===== src/logic/lpm_arbiter_pkg.sv =====
// Package: mode codes, peripheral state codes and sizing constants
// Summary of operation
// (RULE_01) Supervisor on in deep modes only when enabled
// (RULE_02) Peripheral states: high, low, or unclocked
// (RULE_03) Enter deepest mode all peripherals still support
// (RULE_04) External clocks: application keeps range, no fallback
// (RULE_05) DMA trigger forces temporary active mode; the code does so only in modes below rtc_only_mode
// (RULE_06) Accelerator busy delays low-power entry
// (RULE_07) UART: idle unclocked, subsystem high, aux low
// (RULE_08) I2C slave unclocked awaiting start or slow
// (RULE_09) ADC: subsystem/oscillator high, aux low, idle unclocked
// (RULE_10) Interrupt wakes, then returns to same mode; the code wakes only in modes below rtc_only_mode
// (RULE_11) Deepest two modes drop core supply, reset
// (RULE_12) Re-evaluate on every peripheral change
package lpm_arbiter_pkg;

    typedef enum logic [3:0] {
        active_mode       = 4'h0,
        cpu_off_mode      = 4'h1,
        cpu_off_mode_deep = 4'h2,
        standby_mode_a    = 4'h3,
        standby_mode_b    = 4'h4,
        clocks_off_mode   = 4'h5,
        rtc_only_mode     = 4'h6,
        shutdown_mode     = 4'h7
    } pmode_t;

    // Peripheral clock demand
    typedef enum logic [1:0] {
        st_unclocked = 2'h0,
        st_low_freq  = 2'h1,
        st_high_freq = 2'h2,
        st_none      = 2'h3
    } pstate_t;

    // Clock source selection reported by a serial/ADC unit
    typedef enum logic [1:0] {
        src_subsystem = 2'h0,
        src_aux       = 2'h1,
        src_module    = 2'h2,
        src_external  = 2'h3
    } csrc_t;

    localparam int unsigned N_PERIPH       = 8;
    localparam int unsigned LOW_FREQ_MAX_HZ = 50000;
    localparam int unsigned FREQ_W          = 32;

endpackage


===== src/logic/low_power_mode_arbiter.sv =====
// Low-power mode arbiter: picks the mode actually entered
module low_power_mode_arbiter
    import lpm_arbiter_pkg::*;
(
    input  wire logic                   ref_clk,
    input  wire logic                   rstn,
    input  wire lpm_arbiter_pkg::pmode_t req_mode,
    input  wire logic                   high_side_supervisor_enable,
    input  wire logic [lpm_arbiter_pkg::N_PERIPH-1:0] p_active,
    input  wire logic [lpm_arbiter_pkg::N_PERIPH-1:0] p_waiting,
    input  wire logic [lpm_arbiter_pkg::N_PERIPH*2-1:0] p_src,
    input  wire logic [lpm_arbiter_pkg::N_PERIPH-1:0] p_slow_unclocked,
    input  wire logic [lpm_arbiter_pkg::N_PERIPH*
                       lpm_arbiter_pkg::FREQ_W-1:0] p_ext_freq,
    input  wire logic                   dma_trigger,
    input  wire logic                   dma_done,
    input  wire logic                   crc_busy,
    input  wire logic                   hardware_multiplier_busy,
    input  wire logic                   cipher_busy,
    input  wire logic                   irq_pending,
    input  wire logic                   irq_return,
    output lpm_arbiter_pkg::pmode_t     cur_mode,
    output logic                        supply_supervisor,
    output logic                        core_supply_on,
    output logic                        periph_reset,
    output logic                        rtc_keep_alive
);
    import lpm_arbiter_pkg::*;

    // ------------------------------------------------------------
    // State
    // ------------------------------------------------------------
    typedef struct packed {
        pmode_t mode;
        logic   dma_xfer;
        logic   in_isr;
        logic   supervisor;
    } state_t;

    state_t s_q;
    state_t s_d;

    pstate_t st [N_PERIPH];
    logic    need_high;
    logic    need_low;
    logic    need_unclk;
    logic    accel_busy;
    pmode_t  allowed;
    pmode_t  target;

    // ------------------------------------------------------------
    // Peripheral classification
    // ------------------------------------------------------------
    genvar g;
    generate
        for (g = 0; g < N_PERIPH; g++) begin : g_cls
            periph_classifier u_cls (
                .active                (p_active[g]),
                .waiting               (p_waiting[g]),
                .src                   (csrc_t'(p_src[g*2 +: 2])),
                .ext_freq_hz           (p_ext_freq[g*FREQ_W +: FREQ_W]),
                .ext_slow_is_unclocked (p_slow_unclocked[g]),
                .state                 (st[g])
            );
        end
    endgenerate

    // ------------------------------------------------------------
    // Deepest supported mode, re-evaluated every cycle
    // ------------------------------------------------------------
    always_comb begin
        need_high  = 1'b0;
        need_low   = 1'b0;
        need_unclk = 1'b0;
        for (int i = 0; i < N_PERIPH; i++) begin
            if (st[i] == st_high_freq) need_high = 1'b1;   // [RULE_12]
            if (st[i] == st_low_freq)  need_low  = 1'b1;
            if (st[i] == st_unclocked) need_unclk = 1'b1;
        end
        if (need_high) begin
            allowed = cpu_off_mode_deep;                     // [RULE_03]
        end else if (need_low) begin
            allowed = standby_mode_b;                        // [RULE_03]
        end else if (need_unclk) begin
            allowed = clocks_off_mode;                       // [RULE_03]
        end else begin
            allowed = shutdown_mode;
        end
        // Shallower of request and allowed
        target = (req_mode < allowed) ? req_mode : allowed; // [RULE_03]
        accel_busy = crc_busy | hardware_multiplier_busy | cipher_busy;
    end

    // ------------------------------------------------------------
    // Mode sequencing
    // ------------------------------------------------------------
    always_comb begin
        s_d = s_q;
        if (dma_trigger && s_q.mode != active_mode) begin
            s_d.dma_xfer = 1'b1;                             // [RULE_05]
        end else if (dma_done) begin
            s_d.dma_xfer = 1'b0;                             // [RULE_05]
        end
        if (irq_pending && s_q.mode != active_mode) begin
            s_d.in_isr = 1'b1;                               // [RULE_10]
        end else if (irq_return) begin
            s_d.in_isr = 1'b0;                               // [RULE_10]
        end
        if (target != active_mode && accel_busy) begin
            s_d.mode = active_mode;                          // [RULE_06]
        end else begin
            s_d.mode = target;                               // [RULE_12]
        end
        unique case (s_d.mode)
            standby_mode_a, standby_mode_b,
            clocks_off_mode, rtc_only_mode,
            shutdown_mode: s_d.supervisor = high_side_supervisor_enable; // [RULE_01]
            default:       s_d.supervisor = 1'b1;
        endcase
    end

    always_ff @(posedge ref_clk or negedge rstn) begin
        if (!rstn) begin
            s_q <= '{mode: active_mode, dma_xfer: 1'b0,
                     in_isr: 1'b0, supervisor: 1'b1};
        end else begin
            s_q <= s_d;
        end
    end

    // ------------------------------------------------------------
    // Outputs
    // ------------------------------------------------------------
    logic wake;
    logic deep_off;
    assign wake = s_q.dma_xfer | (s_q.in_isr &&
                  s_q.mode < rtc_only_mode);                 // [RULE_05] [RULE_10]
    assign deep_off = s_q.mode >= rtc_only_mode;             // [RULE_11]
    assign cur_mode          = wake && !deep_off ? active_mode : s_q.mode;
    assign supply_supervisor = s_q.supervisor;
    assign core_supply_on    = !deep_off;                    // [RULE_11]
    assign periph_reset      = deep_off;                     // [RULE_11]
    assign rtc_keep_alive    = s_q.mode != shutdown_mode;    // [RULE_11]
endmodule


===== src/logic/periph_classifier.sv =====
// Per-peripheral clock-demand classifier
module periph_classifier
    import lpm_arbiter_pkg::*;
(
    input  wire logic                   active,
    input  wire logic                   waiting,
    input  wire lpm_arbiter_pkg::csrc_t src,
    input  wire logic [lpm_arbiter_pkg::FREQ_W-1:0] ext_freq_hz,
    input  wire logic                   ext_slow_is_unclocked,
    output      lpm_arbiter_pkg::pstate_t state
);
    always_comb begin
        if (!active) begin
            state = st_none;
        end else if (waiting) begin
            state = st_unclocked;                       // [RULE_07] [RULE_08] [RULE_09]
        end else begin
            unique case (src)
                src_subsystem: state = st_high_freq;   // [RULE_07] [RULE_09]
                src_module:    state = st_high_freq;   // [RULE_09]
                src_aux:       state = st_low_freq;    // [RULE_07] [RULE_09]
                src_external: begin
                    if (ext_freq_hz > FREQ_W'(LOW_FREQ_MAX_HZ)) begin
                        state = st_high_freq;           // [RULE_02]
                    end else if (ext_slow_is_unclocked) begin
                        state = st_unclocked;           // [RULE_08]
                    end else begin
                        state = st_low_freq;            // [RULE_02]
                    end
                end
            endcase
        end
    end
endmodule


===== config.mk =====
export PLATFORM = sky130hd
export DESIGN_NAME = low_power_mode_arbiter
export DESIGN_NICKNAME = d
export VERILOG_FILES = /design/src/logic/lpm_arbiter_pkg.sv /design/src/logic/low_power_mode_arbiter.sv /design/src/logic/periph_classifier.sv
export SDC_FILE = /design/constraint.sdc
export NUM_CORES = 1
export LEC_CHECK = 0
export ABC_CLOCK_PERIOD_IN_PS = 1100
export BUFFER_PORTS_ARGS = -buffer_cell sky130_fd_sc_hd__buf_2
export CORE_AREA = 2 2 125 127
export DETAILED_ROUTE_END_ITERATION = 12
export DIE_AREA = 0 0 127 129
export PLACE_DENSITY = 0.47
export RECOVER_POWER = 25
export SLEW_MARGIN = 40
export SYNTH_ARGS = -nofsm -noshare
export SYNTH_HDL_FRONTEND = slang
export SYNTH_SLANG_ARGS = --single-unit

===== constraint.sdc =====
create_clock -name ref_clk -period 1.1 [get_ports ref_clk]
set_input_delay 0.055 -clock ref_clk [delete_from_list [all_inputs] [get_ports ref_clk]]
set_output_delay 0.055 -clock ref_clk [all_outputs]
set_load 0.05 [all_outputs]

# After elaboration in Yosys (flattened, before gate mapping)
# Index checks and enable logic that the tools add are counted.
[classes]
multipliers = 0
n_shift = 0
n_eq_ne = 46
addsub = 0
mux = 75
magnitude_cmp = 11
bitwise = 3
div_mod_pow = 0
reduce_logical = 35
[op_table]
columns = ["op", "n"]
rows = [
  ["32-bit by 16-bit > comparator with 1-bit output, second input constant", 8],
  ["2-bit 2-to-1 mux", 26],
  ["2-bit == test, second input constant", 24],
  ["2-bit one-hot mux with 3 select lines", 8],
  ["1-bit 2-to-1 mux", 37],
  ["2-bit by 1-bit == test with 1-bit output, second input constant", 16],
  ["2-bit logical NOT", 16],
  ["4-bit by 3-bit == test with 1-bit output, second input constant", 4],
  ["2-bit OR reduction", 8],
  ["4-bit 2-to-1 mux", 3],
  ["4-bit nonzero test", 2],
  ["1-bit logical AND", 5],
  ["5-bit OR reduction", 1],
  ["4-bit by 2-bit == test with 1-bit output, second input constant", 1],
  ["4-bit by 3-bit >= comparator with 1-bit output, second input constant", 1],
  ["4-bit by 3-bit less-than comparator with 1-bit output, second input constant", 1],
  ["4-bit less-than comparator", 1],
  ["4-bit by 3-bit inequality test with 1-bit output, second input constant", 1],
  ["2-bit nonzero test", 2],
  ["3-bit 2-to-1 mux", 1],
  ["1-bit bitwise OR", 3],
  ["1-bit logical NOT", 1],
]
[totals]
regBits = 7
input_bits = 310
wordCells = 174
ram_bits = 0
out_inout_bits = 8
latch_bits = 0
memories = 0
romBits = 0

# Depth between registers and ports, before layout
[depth]
word_depth = 25
mapped_depth = 15
ltp_nobuf = 15

# Cells and area by module
# From an unflattened synthesis, not the netlist that was laid out.
[hier_totals]
cells_unflattened = 245
area_unflattened_um2 = 1826.8
[modules_own_cells]
columns = ["module", "instances", "cells_per_inst", "seq_area_each_um2", "area_per_inst_um2"]
rows = [
  ["periph_classifier", 8, 21, 0.0, 143.9],
  ["low_power_mode_arbiter", 1, 77, 176.4, 675.6],
]

# Least setup slack after synthesis
# OpenSTA, ideal clock, no wires.
[synth_timing]
path_type = "input to register"
start = "in p_ext_freq[45] (netlist name)"
end = "reg s_q (netlist bit supply_supervisor)"
setup_ps = 60
n_path_buf = 0
t_arrival_ps = 3250
slack_ps = -2210
t_required_ps = 1040
stages = 13
cell_sequence = "nor4_2 > o211ai_1 > and4_4 > and3_1 > or4_4 > a2111oi_4 > inv_1 > ha_1 > or4_1 > or3_1 > o31ai_1 > nor2b_1 > a211o_1"
[synth_rtl]
columns = ["element", "line_no", "source"]
rows = [
  ["from (decl)", "low_power_mode_arbiter.sv:14", "lpm_arbiter_pkg::FREQ_W-1:0] p_ext_freq,"],
  ["to (signal assigned)", "low_power_mode_arbiter.sv:124", "s_q <= '{mode: active_mode, dma_xfer: 1'b0,"],
  ["to (decl)", "low_power_mode_arbiter.sv:40", "state_t s_q;"],
]

==> reports/metrics.cfg <==
[die]
start_util_pct = 11.0
dieArea_um2 = 16400
dieWidth_um = 127
coreArea_um2 = 15000
core.rowCount = 45
die_height_um = 129
boundaryPins = 318

[power_and_ir_drop]
clock_power_share_pct = 27.6
peakVddDrop_mv = 0.374
power.switching_mw = 0.669
seqPwrFrac_pct = 12.8
p_comb_share_pct = 59.6
p_sw_share_pct = 30.3
power.internal_mw = 1.54
p_per_area_nw_per_um2 = 497
p_leak_nw = 2.22

[logic_synthesis]
synth.distinct_cells = 56
async_flop_share_pct = 100
synth_flop_cell = dfrtp_1
synth_edf_count = 0
synth_nets = 560
yosysWarnings = 0
avgSynthCellArea_um2 = 6.63
syn-cell-area_um2 = 1650
synth_seq_area_share_pct = 10.7
synthCells = 248
ys_ff_latch = 7

[cts]
htreeDepth = 1
clk_latency_ps = 230
cts_sinks = 7
cts_tree = built
cts_root_buf = clkbuf_16
clk_path_buf_depth = 2
cts-buffers-inserted = 3
cts.clk_slew.worst_paths_ps = 30

[place]
place_inst = 811
place.port_buffers = 317
globalplace.congestion = 0.840
place_ws_ps = -2540
place_area_um2 = 3960
dp_hpwl_um = 10800

[route]
drt_iter0_markers = 78
wl_um = 11800
antenna_left = 0
wl_per_cell_um = 14.1
avgViaCountPerCell = 4.20
drt_pass1_iterations = 4
via_count = 3507
drcViolationCount = 0

[timing]
rsz0062_at_grt = true
tightest_slew_ps = 486
fin_crit_sh_pct = 281
fin_crit_ps = 3090
whs_ps = -0.540
setup_viol = 12
finalHoldViolCount = 1
setup_ws_ps = -1990
fmax_ghz = 0.323
maxSlewHeadroom_pct = 66.8
finClkSkew_ps = 0.0885
slew_viol_final = 0

[critical_path]
r2r-end = s_q[1]
reg2reg_slack_ps = -250
crit_path_max_incr_delay_ps = 500
crit_path_max_fanout = 4
crit_family = simple AND/OR/NAND/NOR gates
worst_setup_path_start_kind = input pin
cp.required_ps = 1210
crit_cells = 20
r2r-start = s_q[6]
cp-end-kind = register
slowest_stage = or4_4
crit_chain = buf_6 -> nor4_4 -> and3_1 -> nand4_1 -> and4b_1 -> or4_4 -> a2111oi_4 -> buf_4 -> buf_4 -> buf_4 -> buf_4 -> buf_4 -> buf_4 -> buf_4 -> buf_4 -> buf_4 -> buf_4 -> buf_4 -> or3b_1 -> o211a_1
path_buf_inv = 12
crit_type = in -> reg
cp.arrival_ps = 3200
r2r_cells = 4
critPathMostFrequentCell = buf_4

[worst_hold_path]
hold_end = s_q[1]
min_path_type = in -> reg
hold_start = irq_return
min_path_cells = 2

[finish]
area_growth_pct = 171
layoutNonFillerInstCount = 835
fillers = 1685
nNetsFinal = 958
stdcell_area_um2 = 4450
fin_util_pct = 29.7
drive_gt1_share_pct = 67.1

[global_route]
grt_max_degree = 8
grtUsageTotal_pct = 13.2
antenna_found_initial = 4
grt_overflow = 0
grt_pass1_wl_um = 16900
grt_pass1_vias = 3545

[status]
outcome = finished with violations
violations = negative hold slack, negative setup slack

[flow_run]
maxCapViolCount = 0

[power by group through the flow]
stage / registers [mW] / logic (mW) / clock network, mW
after global placement: 0.286 / 1.15 / 0
final: 0.283 / 1.32 / 0.609
after floorplan: 0.288 / 0.330 / 0
after detailed placement: 0.286 / 1.15 / 0
after CTS: 0.283 / 1.30 / 0.626
after global routing: 0.284 / 1.45 / 0.659
[layout by cell type (no fill, tap or decap), types with 9 or more instances in the layout]
cell,n
o211ai_1,9
buf_2,303
nand4_1,14
buf_4,67
a21oi_1,12
inv_1,10
nor2_1,12
buf_6,18
nor2b_1,9
nor4_1,36
nand2_1,34
[worst register-to-register path, cell delays in order (launching register included)]
cell and delay, ps:
dfrtp_1 400, buf_6 140, or4_4 550, nand2_2 90, o21ai_2 50
[cells in the mapped netlist, types with 2 or more instances]
cell       count  share of area, %
a2111oi_0      2               1.1
a211o_1        2               1.1
a211oi_1       2              0.91
a21oi_1       15               4.6
a22oi_1        2              0.91
a31oi_1        2              0.76
and3_1         2              0.76
and3b_1        2               1.1
and4_1         2               1.1
dfrtp_1        6               9.1
ha_1           2               1.5
inv_1         11               2.5
nand2_1       36               8.2
nand2b_1       4               1.5
nand3_1        6               1.8
nand3b_1       2              0.91
nand4_1       14               5.3
nand4b_1       2               1.1
nor2_1        14               3.2
nor2b_1       13               4.9
nor3_1         4               1.2
nor3b_1        2              0.91
nor4_1        44                17
o211ai_1       9               4.1
o21ai_0        8               2.4
o21ai_1        3              0.91
o31ai_1        3               1.4
or3_1          4               1.5
or4_1          3               1.4
[flip-flops by register name (all words and copies together) (netlist names)]
register,count
supply_supervisor,1
s_q,6
[layer usage]
metal  vias up  global-route usage, %  wire, µm
li1       1810                      -         -
met1      1521                   14.0      4410
met2       164                   27.2      6590
met3         8                   2.20       733
met4         4                   2.13        36
met5         -                      0        27
[cell type report]
cell class | count | area, µm² | share of cell area (%)
timing repair buffer | 394 | 2290 | 51.5
multi-input combinational | 229 | 1620 | 36.4
inverter | 11 | 45.0 | 1.01
tap | 188 | 235 | 5.28
sequential | 7 | 176 | 3.96
antenna | 2 | 5.00 | 0.112
clock buffer | 4 | 78.8 | 1.77
[stage by stage]
| stage | setup TNS [ps] | power [mW] |
|---|---|---|
| after global routing | -10620 | 2.39 |
| after global placement | -10500 | 1.43 |
| after floorplan | -10380 | 0.617 |
| after detailed placement | -10590 | 1.44 |
| after CTS | -9550 | 2.21 |
| final | -9580 | 2.21 |
[timing repair]
action,CTS,global route
hold buffers,2,0
endpoints found under the hold margin,8,0
pin swaps,21,5
buffers inserted,18,0
gates cloned,0,0
gates resized for setup,47,13
endpoints found under the setup margin,13,13
[cells by family (layout without fill, tap and decap cells)]
logic type	Yosys count	after routing	share of synthesized area, %
buffers and inverters	12	409	2.74
other	1	3	0.228
DFF	7	7	10.7
adders and majority gates	2	2	1.52
AOI/OAI and AO/OA	62	62	26.8
and+or+nand+nor	164	164	57.9
[worst max-delay path by stage]
stage | to | start | slack, ps
after floorplan | supply_supervisor | p_ext_freq[24] | -2200
after global placement | supply_supervisor | p_ext_freq[24] | -2500
after detailed placement | supply_supervisor | p_ext_freq[24] | -2540
after CTS | supply_supervisor | p_ext_freq[31] | -1970
after global routing | supply_supervisor | p_ext_freq[173] | -2160
final | s_q[4] | p_ext_freq[31] | -1990
Note: power is estimated with default switching activity, not from simulation.
